## config.mk

```make
export PLATFORM = sky130hd
export DESIGN_NAME = host_xlate_select
export DESIGN_NICKNAME = d
export VERILOG_FILES = /design/src/hdl/xlate_pkg.sv /design/src/hdl/lba_calc.sv /design/src/hdl/host_xlate_select.sv
export SDC_FILE = /design/constraint.sdc
export NUM_CORES = 1
export LEC_CHECK = 0
export ABC_CLOCK_PERIOD_IN_PS = 7100
export BUFFER_PORTS_ARGS = -buffer_cell sky130_fd_sc_hd__clkbuf_2
export CAP_MARGIN = 20
export CORE_UTILIZATION = 40
export CTS_CLUSTER_SIZE = 24
export DETAILED_ROUTE_END_ITERATION = 6
export GPL_ROUTABILITY_DRIVEN = 0
export PLACE_DENSITY = 0.55
export SLEW_MARGIN = 20
export SYNTH_ARGS = -nofsm -noshare
export SYNTH_HDL_FRONTEND = slang
export SYNTH_SLANG_ARGS = --single-unit
```

## constraint.sdc

```tcl
create_clock -name CORE_CLK_I -period 7.1 [get_ports CORE_CLK_I]
set_clock_uncertainty 0.1 [all_clocks]
set_input_delay 1.065 -clock CORE_CLK_I [delete_from_list [all_inputs] [get_ports CORE_CLK_I]]
set_output_delay 1.065 -clock CORE_CLK_I [all_outputs]
set_load 0.005 [all_outputs]
```

## src/hdl/xlate_pkg.sv

```systemverilog
// constants shared by the address front end and its translator
// assumes a single 100 MHz core clock domain
package xlate_pkg;
  localparam int LBA_W = 28;
  localparam int CYL_W = 16;
  localparam int HEAD_W = 4;
  localparam int SECT_W = 8;
  localparam int CNT_W = 8;
  localparam int ECC_W = 5;
  localparam logic [HEAD_W:0] DEF_HEADS = 5'h10;
  localparam logic [SECT_W-1:0] DEF_SPT = 8'h3f;
  localparam logic [CYL_W-1:0] DEF_CYLS = 16'h4000;
  localparam logic [LBA_W-1:0] DEF_CAPACITY = 28'h0fc0000;
  localparam logic [LBA_W-1:0] RPT_SMALL = 28'h03ffc10;
  localparam logic [LBA_W-1:0] RPT_LARGE = 28'h3d09000;
  localparam logic [LBA_W-1:0] LIMIT_BOUND = 28'h3d09000;
  localparam logic [ECC_W-1:0] ECC_HW_MAX = 5'h05;
  localparam logic [ECC_W-1:0] ECC_SW_MAX = 5'h16;
  localparam logic [SECT_W-1:0] ONE_SECT = 8'h01;
  localparam logic [CNT_W-1:0] ONE_CNT = 8'h01;
  localparam int MUL_CYCLES = 3;
  typedef enum logic [2:0] {ST_IDLE, ST_CALC, ST_CHECK, ST_XFER, ST_DONE} cmd_st_t;
endpackage

```

## src/hdl/lba_calc.sv

```systemverilog
// converts host cylinder/head/sector to a logical block address
// assumes operands stay stable from start until done is pulsed
module lba_calc
  import xlate_pkg::*;
(
  input wire logic clk_i,
  input wire logic rst_i,
  input wire logic start_i,
  input wire logic [SECT_W-1:0] sect_i,
  input wire logic [HEAD_W-1:0] head_i,
  input wire logic [CYL_W-1:0] cyl_i,
  input wire logic [HEAD_W:0] nheads_i,
  input wire logic [SECT_W-1:0] spt_i,
  output logic done_o,
  output logic [LBA_W-1:0] lba_o
);
  typedef struct packed {
    logic [1:0] step;
    logic busy;
    logic done;
    logic [LBA_W-1:0] acc;
  } calc_t;
  calc_t s_reg, s_next;
  logic [LBA_W+7:0] tmp;
  always_comb begin
    s_next = s_reg;
    tmp = '0;
    s_next.done = 1'b0;
    if (start_i) begin
      s_next.busy = 1'b1;
      s_next.step = 2'h0;
    end else if (s_reg.busy) begin
      unique case (s_reg.step)
        2'h0: begin
          tmp = (LBA_W+8)'(nheads_i) * (LBA_W+8)'(cyl_i);
          s_next.acc = tmp[LBA_W-1:0];
          s_next.step = 2'h1;
        end
        2'h1: begin
          tmp = (LBA_W+8)'(spt_i) * (LBA_W+8)'(s_reg.acc + LBA_W'(head_i));
          s_next.acc = tmp[LBA_W-1:0];
          s_next.step = 2'h2;
        end
        default: begin
          s_next.acc = s_reg.acc + LBA_W'(sect_i - ONE_SECT);
          s_next.busy = 1'b0;
          s_next.done = 1'b1;
        end
      endcase
    end
  end
  always_ff @(posedge clk_i) begin
    if (rst_i) begin
      s_reg <= '0;
    end else begin
      s_reg <= s_next;
    end
  end
  assign done_o = s_reg.done;
  assign lba_o = s_reg.acc;
endmodule

```

## src/hdl/host_xlate_select.sv

```systemverilog
// task file front end: drive selection, address translation and cache policy
// assumes task file strobes and straps come from the host pins, asynchronous
// Operation
// - lba equals sector minus one plus spt times (head plus heads times cylinder).
// - each lba is checked against capacity before any physical access.
// - power-up geometry is 16 heads, 63 sectors, model cylinder count.
// - any host geometry whose total fits capacity is accepted.
// - landing zone and write precomp values are ignored.
// - two drives share addresses; drive select bit picks the target.
// - both drives capture every task file write.
// - only the selected drive executes and drives read data.
// - closed master jumper means device 0, open means device 1.
// - cable select grounded gives address 0, open gives 1.
// - cylinder limit jumper reports 2.1GB up to 32GB, else 32GB.
// - reassigned sector pushes it and all following down one.
// - read-ahead fills buffer and checks new reads against it.
// - cache hit starts host transfer without stopping read-ahead.
// - cached writes fill buffer, then command-complete interrupt.
// - cached writes accepted until stack or buffer full.
// - deferred write error halts, remaps to spare, resumes.
// - multiple mode moves the block count with no per-sector interrupt.
// - hardware fixes bursts up to 5 symbols, software up to 22.
module host_xlate_select
  import xlate_pkg::*;
(
  input wire logic CORE_CLK_I, // core clock
  input wire logic SYS_RST_I, // sync reset
  input wire logic TF_WR_I, // task file write strobe (pin)
  input wire logic [2:0] TF_ADDR_I, // task file register index
  input wire logic [7:0] TF_DATA_I, // task file write data
  input wire logic HOST_RD_I, // host data read strobe (pin)
  input wire logic MASTER_JUMPER_N_I, // low when jumper closed
  input wire logic CSEL_EN_I, // cable select in use
  input wire logic CSEL_I, // cable select line level
  input wire logic CYLINDER_LIMIT_JUMPER_N_I, // low when closed
  input wire logic [LBA_W-1:0] CAPACITY_I, // formatted capacity in sectors
  input wire logic [LBA_W-1:0] DEFECT_LBA_I, // reassigned sector, push-down start
  input wire logic DEFECT_VALID_I, // a reassigned sector exists
  input wire logic READ_AHEAD_EN_I, // read-ahead enable
  input wire logic WRITE_CACHE_EN_I, // write cache enable
  input wire logic BUF_FULL_I, // data buffer full
  input wire logic STACK_FULL_I, // write command stack full
  input wire logic DISK_WR_ERR_I, // deferred write disk error
  input wire logic [ECC_W-1:0] ECC_BURST_I, // detected burst length
  input wire logic ECC_EVENT_I, // burst detected
  output logic SELECTED_O, // this drive is selected
  output logic DATA_OE_O, // data bus output enable
  output logic CMD_ERR_O, // command ended with error
  output logic CMD_DONE_O, // command complete interrupt pulse
  output logic MEDIA_GO_O, // start media access
  output logic [LBA_W-1:0] PHYS_LBA_O, // pushed-down physical block
  output logic XFER_START_O, // start host transfer
  output logic READ_AHEAD_O, // read-ahead running
  output logic REMAP_O, // remap failing sector pulse
  output logic [LBA_W-1:0] REPORT_CAP_O, // capacity for identify data
  output logic [HEAD_W:0] HEADS_O, // current geometry heads
  output logic [SECT_W-1:0] SPT_O, // current geometry sectors per track
  output logic ECC_HW_O, // burst fixed on the fly
  output logic ECC_SW_O // burst needs software correction
);
  localparam logic [2:0] TA_CNT = 3'h2;
  localparam logic [2:0] TA_SECT = 3'h3;
  localparam logic [2:0] TA_CYLL = 3'h4;
  localparam logic [2:0] TA_CYLH = 3'h5;
  localparam logic [2:0] TA_DEVHEAD = 3'h6;
  localparam logic [2:0] TA_CMD = 3'h7;
  localparam int DEV_BIT = 4;
  localparam logic [7:0] CMD_READ = 8'h20;
  localparam logic [7:0] CMD_WRITE = 8'h30;
  localparam logic [7:0] CMD_RD_MULT = 8'hc4;
  localparam logic [7:0] CMD_WR_MULT = 8'hc5;
  localparam logic [7:0] CMD_INIT_GEOM = 8'h91;

  typedef struct packed {
    logic [2:0] wr_sync;
    logic [2:0] rd_sync;
    logic [1:0] mj_sync;
    logic [1:0] cs_sync;
    logic [1:0] cl_sync;
    logic [1:0] ce_sync;
    logic [2:0] addr_s1;
    logic [2:0] addr_s2;
    logic [7:0] data_s1;
    logic [7:0] data_s2;
    logic dev_id;
    logic dev_sel;
    logic [SECT_W-1:0] sect;
    logic [SECT_W-1:0] cnt;
    logic [CYL_W-1:0] cyl;
    logic [HEAD_W-1:0] head;
    logic [HEAD_W:0] nheads;
    logic [SECT_W-1:0] spt;
    logic [7:0] cmd;
    cmd_st_t st;
    logic calc_go;
    logic [LBA_W-1:0] lba;
    logic [CNT_W-1:0] left;
    logic ra_on;
    logic [LBA_W-1:0] ra_lo;
    logic [LBA_W-1:0] ra_hi;
    logic halted;
    logic selected;
    logic data_oe;
    logic err;
    logic done;
    logic media_go;
    logic [LBA_W-1:0] phys;
    logic xfer;
    logic remap;
    logic [LBA_W-1:0] rep_cap;
    logic ecc_hw;
    logic ecc_sw;
  } fe_t;
  fe_t s_reg, s_next;
  logic calc_done;
  logic [LBA_W-1:0] calc_lba;
  logic wr_pulse, rd_level, is_write, is_mult;

  lba_calc u_calc (
    .clk_i(CORE_CLK_I),
    .rst_i(SYS_RST_I),
    .start_i(s_reg.calc_go),
    .sect_i(s_reg.sect),
    .head_i(s_reg.head),
    .cyl_i(s_reg.cyl),
    .nheads_i(s_reg.nheads),
    .spt_i(s_reg.spt),
    .done_o(calc_done),
    .lba_o(calc_lba)
  );

  always_comb begin
    s_next = s_reg;
    s_next.wr_sync = {s_reg.wr_sync[1:0], TF_WR_I};
    s_next.rd_sync = {s_reg.rd_sync[1:0], HOST_RD_I};
    s_next.mj_sync = {s_reg.mj_sync[0], MASTER_JUMPER_N_I};
    s_next.cs_sync = {s_reg.cs_sync[0], CSEL_I};
    s_next.cl_sync = {s_reg.cl_sync[0], CYLINDER_LIMIT_JUMPER_N_I};
    s_next.ce_sync = {s_reg.ce_sync[0], CSEL_EN_I};
    // address and data are pins too; held stable around the strobe
    s_next.addr_s1 = TF_ADDR_I;
    s_next.addr_s2 = s_reg.addr_s1;
    s_next.data_s1 = TF_DATA_I;
    s_next.data_s2 = s_reg.data_s1;
    wr_pulse = s_reg.wr_sync[1] & ~s_reg.wr_sync[2];
    rd_level = s_reg.rd_sync[1];
    is_write = (s_reg.cmd == CMD_WRITE) || (s_reg.cmd == CMD_WR_MULT);
    is_mult = (s_reg.cmd == CMD_RD_MULT) || (s_reg.cmd == CMD_WR_MULT);
    s_next.calc_go = 1'b0;
    s_next.done = 1'b0;
    s_next.media_go = 1'b0;
    s_next.xfer = 1'b0;
    s_next.remap = 1'b0;
    s_next.dev_id = s_reg.ce_sync[1] ? s_reg.cs_sync[1] : s_reg.mj_sync[1];
    s_next.selected = (s_reg.dev_sel == s_reg.dev_id);
    s_next.data_oe = s_next.selected & rd_level;
    s_next.rep_cap = CAPACITY_I;
    if (!s_reg.cl_sync[1]) begin
      s_next.rep_cap = (CAPACITY_I <= LIMIT_BOUND) ? RPT_SMALL : RPT_LARGE;
    end
    s_next.ecc_hw = ECC_EVENT_I && (ECC_BURST_I <= ECC_HW_MAX);
    s_next.ecc_sw = ECC_EVENT_I && (ECC_BURST_I > ECC_HW_MAX) && (ECC_BURST_I <= ECC_SW_MAX);
    // every write lands here whatever the selection; precomp/zone unused
    if (wr_pulse) begin
      unique case (s_reg.addr_s2)
        TA_CNT: s_next.cnt = s_reg.data_s2;
        TA_SECT: s_next.sect = s_reg.data_s2;
        TA_CYLL: s_next.cyl[7:0] = s_reg.data_s2;
        TA_CYLH: s_next.cyl[15:8] = s_reg.data_s2;
        TA_DEVHEAD: begin
          s_next.dev_sel = s_reg.data_s2[DEV_BIT];
          s_next.head = s_reg.data_s2[HEAD_W-1:0];
        end
        TA_CMD: s_next.cmd = s_reg.data_s2;
        default: s_next.cmd = s_reg.cmd;
      endcase
    end
    unique case (s_reg.st)
      ST_IDLE: begin
        if (wr_pulse && s_reg.addr_s2 == TA_CMD && s_reg.selected) begin
          if (s_reg.data_s2 == CMD_INIT_GEOM) begin
            s_next.nheads = {1'b0, s_reg.head} + 5'h01;
            s_next.spt = s_reg.cnt;
            s_next.done = 1'b1;
          end else if (!(s_reg.data_s2 inside {CMD_WRITE, CMD_WR_MULT}) || !STACK_FULL_I) begin
            s_next.calc_go = 1'b1;
            s_next.st = ST_CALC;
          end
        end
      end
      ST_CALC: begin
        if (calc_done) begin
          s_next.lba = calc_lba;
          s_next.st = ST_CHECK;
        end
      end
      ST_CHECK: begin
        if (s_reg.lba >= CAPACITY_I) begin
          s_next.err = 1'b1;
          s_next.done = 1'b1;
          s_next.st = ST_IDLE;
        end else begin
          s_next.err = 1'b0;
          s_next.phys = s_reg.lba;
          if (DEFECT_VALID_I && s_reg.lba >= DEFECT_LBA_I) begin
            s_next.phys = s_reg.lba + LBA_W'(1);
          end
          s_next.left = (s_reg.cnt == '0) ? ONE_CNT : s_reg.cnt;
          if (!is_write && s_reg.ra_on && s_reg.lba >= s_reg.ra_lo
              && s_reg.lba < s_reg.ra_hi) begin
            s_next.xfer = 1'b1;
          end else begin
            s_next.media_go = 1'b1;
            s_next.xfer = 1'b1;
            if (!is_write && READ_AHEAD_EN_I) begin
              s_next.ra_on = 1'b1;
              s_next.ra_lo = s_reg.lba;
              s_next.ra_hi = s_reg.lba;
            end
          end
          s_next.st = ST_XFER;
        end
      end
      ST_XFER: begin
        if (rd_level || (is_write && WRITE_CACHE_EN_I && !BUF_FULL_I)) begin
          s_next.left = s_reg.left - ONE_CNT;
          if (!is_mult || s_reg.left == ONE_CNT) begin
            s_next.done = 1'b1;
          end
          if (s_reg.left == ONE_CNT) begin
            s_next.st = ST_IDLE;
          end
        end else if (is_write && WRITE_CACHE_EN_I && BUF_FULL_I) begin
          s_next.done = 1'b1;
          s_next.st = ST_DONE;
        end
      end
      ST_DONE: begin
        if (!BUF_FULL_I) begin
          s_next.st = ST_IDLE;
        end
      end
      default: s_next.st = ST_IDLE;
    endcase
    if (s_reg.ra_on) begin
      if (!READ_AHEAD_EN_I) begin
        s_next.ra_on = 1'b0;
      end else if (!BUF_FULL_I) begin
        s_next.ra_hi = s_reg.ra_hi + LBA_W'(1);
      end
    end
    if (DISK_WR_ERR_I && !s_reg.halted) begin
      s_next.halted = 1'b1;
      s_next.remap = 1'b1;
    end else if (s_reg.halted) begin
      s_next.halted = 1'b0;
    end
  end

  always_ff @(posedge CORE_CLK_I) begin
    if (SYS_RST_I) begin
      s_reg <= '0;
      // open jumper level, so no false limit right after reset
      s_reg.cl_sync <= '1;
      s_reg.nheads <= DEF_HEADS;
      s_reg.spt <= DEF_SPT;
      s_reg.cyl <= DEF_CYLS;
      s_reg.st <= ST_IDLE;
      s_reg.rep_cap <= DEF_CAPACITY;
    end else begin
      s_reg <= s_next;
    end
  end

  assign SELECTED_O = s_reg.selected;
  assign DATA_OE_O = s_reg.data_oe;
  assign CMD_ERR_O = s_reg.err;
  assign CMD_DONE_O = s_reg.done;
  assign MEDIA_GO_O = s_reg.media_go;
  assign PHYS_LBA_O = s_reg.phys;
  assign XFER_START_O = s_reg.xfer;
  assign READ_AHEAD_O = s_reg.ra_on;
  assign REMAP_O = s_reg.remap;
  assign REPORT_CAP_O = s_reg.rep_cap;
  assign HEADS_O = s_reg.nheads;
  assign SPT_O = s_reg.spt;
  assign ECC_HW_O = s_reg.ecc_hw;
  assign ECC_SW_O = s_reg.ecc_sw;

  a_oe_only_selected: assert property (@(posedge CORE_CLK_I) disable iff (SYS_RST_I)
    DATA_OE_O |-> SELECTED_O) else $error("data driven while unselected");
  a_range_err: assert property (@(posedge CORE_CLK_I) disable iff (SYS_RST_I)
    (s_reg.st == ST_CHECK && s_reg.lba >= CAPACITY_I) |=> (CMD_ERR_O && !MEDIA_GO_O))
    else $error("out of range not refused");
  a_media_in_range: assert property (@(posedge CORE_CLK_I) disable iff (SYS_RST_I)
    MEDIA_GO_O |-> $past(s_reg.lba) < CAPACITY_I) else $error("media outside range");
  a_push_down: assert property (@(posedge CORE_CLK_I) disable iff (SYS_RST_I)
    MEDIA_GO_O |-> PHYS_LBA_O >= $past(s_reg.lba)) else $error("push-down wrong");
  a_remap_once: assert property (@(posedge CORE_CLK_I) disable iff (SYS_RST_I)
    REMAP_O |=> !REMAP_O) else $error("remap not single pulse");
  a_ecc_hw_limit: assert property (@(posedge CORE_CLK_I) disable iff (SYS_RST_I)
    ECC_HW_O |-> $past(ECC_BURST_I) <= ECC_HW_MAX) else $error("ecc hw limit");
  a_limit_report: assert property (@(posedge CORE_CLK_I) disable iff (SYS_RST_I)
    !$past(s_reg.cl_sync[1])
    |-> REPORT_CAP_O == (($past(CAPACITY_I) <= LIMIT_BOUND) ? RPT_SMALL : RPT_LARGE))
    else $error("limit report wrong");
  a_calc_to_check: assert property (@(posedge CORE_CLK_I) disable iff (SYS_RST_I)
    s_reg.calc_go |-> ##[1:5] s_reg.st == ST_CHECK) else $error("lba calc stalled");
  c_err_cmd: cover property (@(posedge CORE_CLK_I) CMD_ERR_O && CMD_DONE_O);
  c_hit: cover property (@(posedge CORE_CLK_I) XFER_START_O && !MEDIA_GO_O);
  c_remap: cover property (@(posedge CORE_CLK_I) REMAP_O);
endmodule

```

==> results.md <==
Die:
- The horizontal die dimension is 251.1 µm.
- The die boundary height is 251.1 µm.
- Pin placement for this block handled 166 I/O pins.
- The floorplan die area is 0.06305 mm².
- The number of standard-cell rows in the floorplan is 90.
- The core area is 0.06081 mm².
- The initial core utilization is 40.82%.

Run status:
- The run finished with clean final reports.

Global routing:
- The global-route wire length before repair is 114.1 mm.
- Global routing consumed, over all layers together, 22.52% of the routing resources.
- Entering global routing, the biggest net connects 101 pins.
- The via count of the first global-routing pass was 20,770.
- The number of antenna violations at the first check in global routing is 0.
- The final global-route overflow total is 0.

Synthesis:
- The synthesized net count is 3,440.
- The largest total area in the synthesized netlist belongs to dfxtp_1.
- The synthesized design contains 0 enable-type register cells.
- The most frequently used flop master after synthesis is dfxtp_1.
- For this run, the number of Yosys warnings is 0.
- The mean area per synthesized cell is 8.374 µm².
- The cell count after synthesis is 2,964.
- The total of flip-flops plus latches after synthesis is 288.
- The share of the Yosys chip area taken by registers is 23.23%.
- Sorting the synthesized cells by how often they occur yields inv_1, dfxtp_1, nand2_1.
- The cell with the most instances after synthesis is inv_1.
- After synthesis the cells add up to 0.02482 mm².
- The netlist uses 77 different library cells.
- The fraction of synthesis flops using an asynchronous set or reset pin is 0%.
- The top cell type by area accounts for 23.23% of the synthesized area.
- Sorting the synthesized cells by area gives the leading types as dfxtp_1, fa_1, ha_1.

Clock network:
- The master cell of the clock root buffer is clkbuf_16.
- Counting every sink on the clock net gives 288.
- The latest clock arrival within the worst-skew pair is 0.60 ns.
- After clock tree synthesis, the clock-pin slew on the worst setup and hold paths is 0.07 ns.
- TritonCTS built the clock tree.
- CTS built an H-tree with a depth of 1.
- The longest clock path from root to sink contains 3 buffers.
- Buffers inserted during clock tree synthesis total 31.

Critical path:
- The critical path is of the flip-flop to flip-flop type.
- At the worst endpoint, the required time is 7.46 ns.
- The number of buffers and inverters on the critical path is 4.
- The worst register-to-register path has a depth of 26.
- The biggest cell delay along the critical path is 0.57 ns.
- In this design, the largest share of critical-path delay is due to adder cells.
- The kind of capture point of the worst setup path is a flip-flop.
- The end of the worst register-to-register path is u_calc.lba_o[25].
- The setup slack of the most critical reg-to-reg path is 0.41 ns.
- In this run the worst path has a maximum fanout of 6.
- STA puts the critical path data arrival time at 7.05 ns.
- The cell that appears most often on the critical path is fa_1.
- The worst register-to-register path begins at u_calc.lba_o[0].
- STA classifies the critical path startpoint as a flip-flop.
- The master of the slowest instance on the critical path is fa_1.

Routing:
- In this run, the number of DRC markers left after iteration 0 of detailed routing was 1,352.
- Dividing the detail-routed wire length by the instance count gives 18.62 µm.
- The average vias per placed instance is 5.400.
- The count of nets left with antenna violations once routing finished came out at 0.
- After detailed routing, the number of remaining DRC violations is 0.
- The routed layout has 20,700 vias.
- The number of detailed-routing iterations run before antenna repair is 6.
- The total wire length after detailed routing is 71.39 mm.

Pwr:
- The static power due to leakage is 12.57 nW.
- The internal cell power is 2.688 mW.
- Power spread over the standard cell area amounts to 128.2 mW/mm².
- VDD sags by at most 0.0001920 V.
- The proportion of power drawn by combinational gates is 3.8%.
- For this design the total switching power over the nets is 819.3 µW.
- The fraction of power spent switching nets is 23.36%.
- The clock network is responsible for 49.2% of the overall power.
- Sequential cells burn 47.0% of the power.

Cells and area:
- The number of flip-flops under the largest register name is 158.
- The antenna diode count is 0.
- The area added between synthesis and finish is 10.22%.
- The non-filler instance count after layout is 3,833.
- The count of nets after finishing is 3,504.
- The ratio of cells with drive above 1 in the final layout is 10.75%.

STA:
- The minimum clock period is 6.685 ns.
- The number of hold-slack violations in the final timing report is 0.
- For the pin with the worst max-slew slack, the measured transition is 1.087 ns.
- Setup repair after global routing left no endpoint under its margin.
- The final hold slack is 0.3092 ns.
- Setup violations remaining at the end of the flow were counted as 0.
- The worst pin sits at a relative slew slack of 27.52%.
- The post-route worst setup slack is 0.4148 ns.
- After layout, the worst path uses 94.16% of the clock period.
- The timing-limited maximum frequency is 149.6 MHz.
- The number of pins exceeding their max-slew limit in the final report is 0.
- The setup TNS is 0 ns.

Placed design:
- At the placement stage, the worst setup path has a slack of 0.08877 ns.
- The post-DP HPWL is 53.71 mm.
- After detailed placement, the design holds a cell count of 3,775.
- The number of buffers inserted by port buffering is 165.

Min path:
- The min-delay analysis places its worst path in the category flip-flop to flip-flop.
- Along the worst hold path, the cell count comes to 1.
- The hold path endpoint is s_reg[247].
- The startpoint of the lowest-slack hold path is s_next[247].

Run:
- Across the run, the number of max-cap violations was 0.
==> power by group through the flow <==
stage / registers, mW / clock network [mW] / logic [mW]
after floorplan: 1.68 / 0 / 0.0865
after global placement: 1.69 / 0 / 0.129
after detailed placement: 1.69 / 0 / 0.132
after CTS: 1.65 / 1.76 / 0.132
after global routing: 1.65 / 1.83 / 0.148
final: 1.65 / 1.73 / 0.132
==> cells by family after synthesis <==
group / synth area share (%)
xor gates and xnor gates: 4.799
and+or+nand+nor: 19.95
muxes: 3.635
adders and majority gates: 24.97
DFF: 23.23
buffers and inverters: 9.134
AOI/OAI and AO/OA: 14.28
==> routing by layer <==
| metal | wire [µm] | track usage (%) | share of wire (%) | up-vias |
|---|---|---|---|---|
| met5 | 0 | 0 | 0 | - |
| met4 | 1165 | 4.059 | 1.6 | 0 |
| met3 | 3098 | 2.164 | 4.3 | 68 |
| met2 | 33910 | 38.36 | 48 | 496 |
| met1 | 33210 | 31.09 | 47 | 10080 |
| li1 | - | - | - | 10060 |
==> metrics by stage <==
stage | power, mW | instance area (µm²) | utilization (%)
after global placement | 1.814 | 26100 | 42.91
final | 3.507 | 27360 | 44.99
after detailed placement | 1.818 | 26100 | 42.93
after global routing | 3.629 | 27360 | 44.99
after floorplan | 1.765 | 24820 | -
after CTS | 3.543 | 27180 | 44.69
==> cells in the final DEF, fill, tap and decap left out, types with 48 or more instances in the layout <==
master    instances
nor2b_1         162
nand2_1         239
clkbuf_2        164
mux2i_1          89
nor3_1           57
nand3_1          62
dfxtp_1         285
xnor2_1          60
nand4_1          48
fa_1            176
inv_1           326
o21ai_0          94
a21oi_1         202
ha_1            212
nor2_1          175
buf_4            65
xor2_1           59
a21o_1           51
and2_1           89
==> how the worst max path moves through the flow <==
| stage | startpoint | to | slack, ns | cells after the start |
|---|---|---|---|---|
| after floorplan | s_reg[184] | u_calc.lba_o[25] | 0.65 | 27 |
| after global placement | s_reg[184] | u_calc.lba_o[27] | 0.21 | 28 |
| after detailed placement | s_reg[184] | u_calc.lba_o[25] | 0.09 | 26 |
| after CTS | s_reg[184] | u_calc.lba_o[25] | 0.08 | 26 |
| after global routing | u_calc.lba_o[0] | u_calc.lba_o[24] | 0.03 | 28 |
| final | u_calc.lba_o[0] | u_calc.lba_o[25] | 0.41 | 26 |
==> worst reg2reg max path, delay by kind of cell (launching register included) <==
family	cells	cell delay (ns)
flip-flops	1	0.37
AO/OA/AOI/OAI	9	1.65
XOR/XNOR	2	0.33
adder cells (fa/ha/maj)	7	3.01
buffers and inverters	4	0.35
AND/OR/NAND/NOR	4	0.75
==> timing repair <==
action	CTS	global route
hold buffers	0	0
resized for setup	0	25
buffers inserted	0	2
endpoints found under the setup margin	0	12
==> layout make-up <==
type | count | area [µm²]
fill | 6001 | 33450
multi-input combinational | 2148 | 16970
sequential | 288 | 5769
timing repair buffer | 231 | 1340
inverter | 328 | 1231
tap | 782 | 978.4
clock buffer | 37 | 848.3
clock inverter | 19 | 225.2
Note: power is estimated with default switching activity, not from simulation.
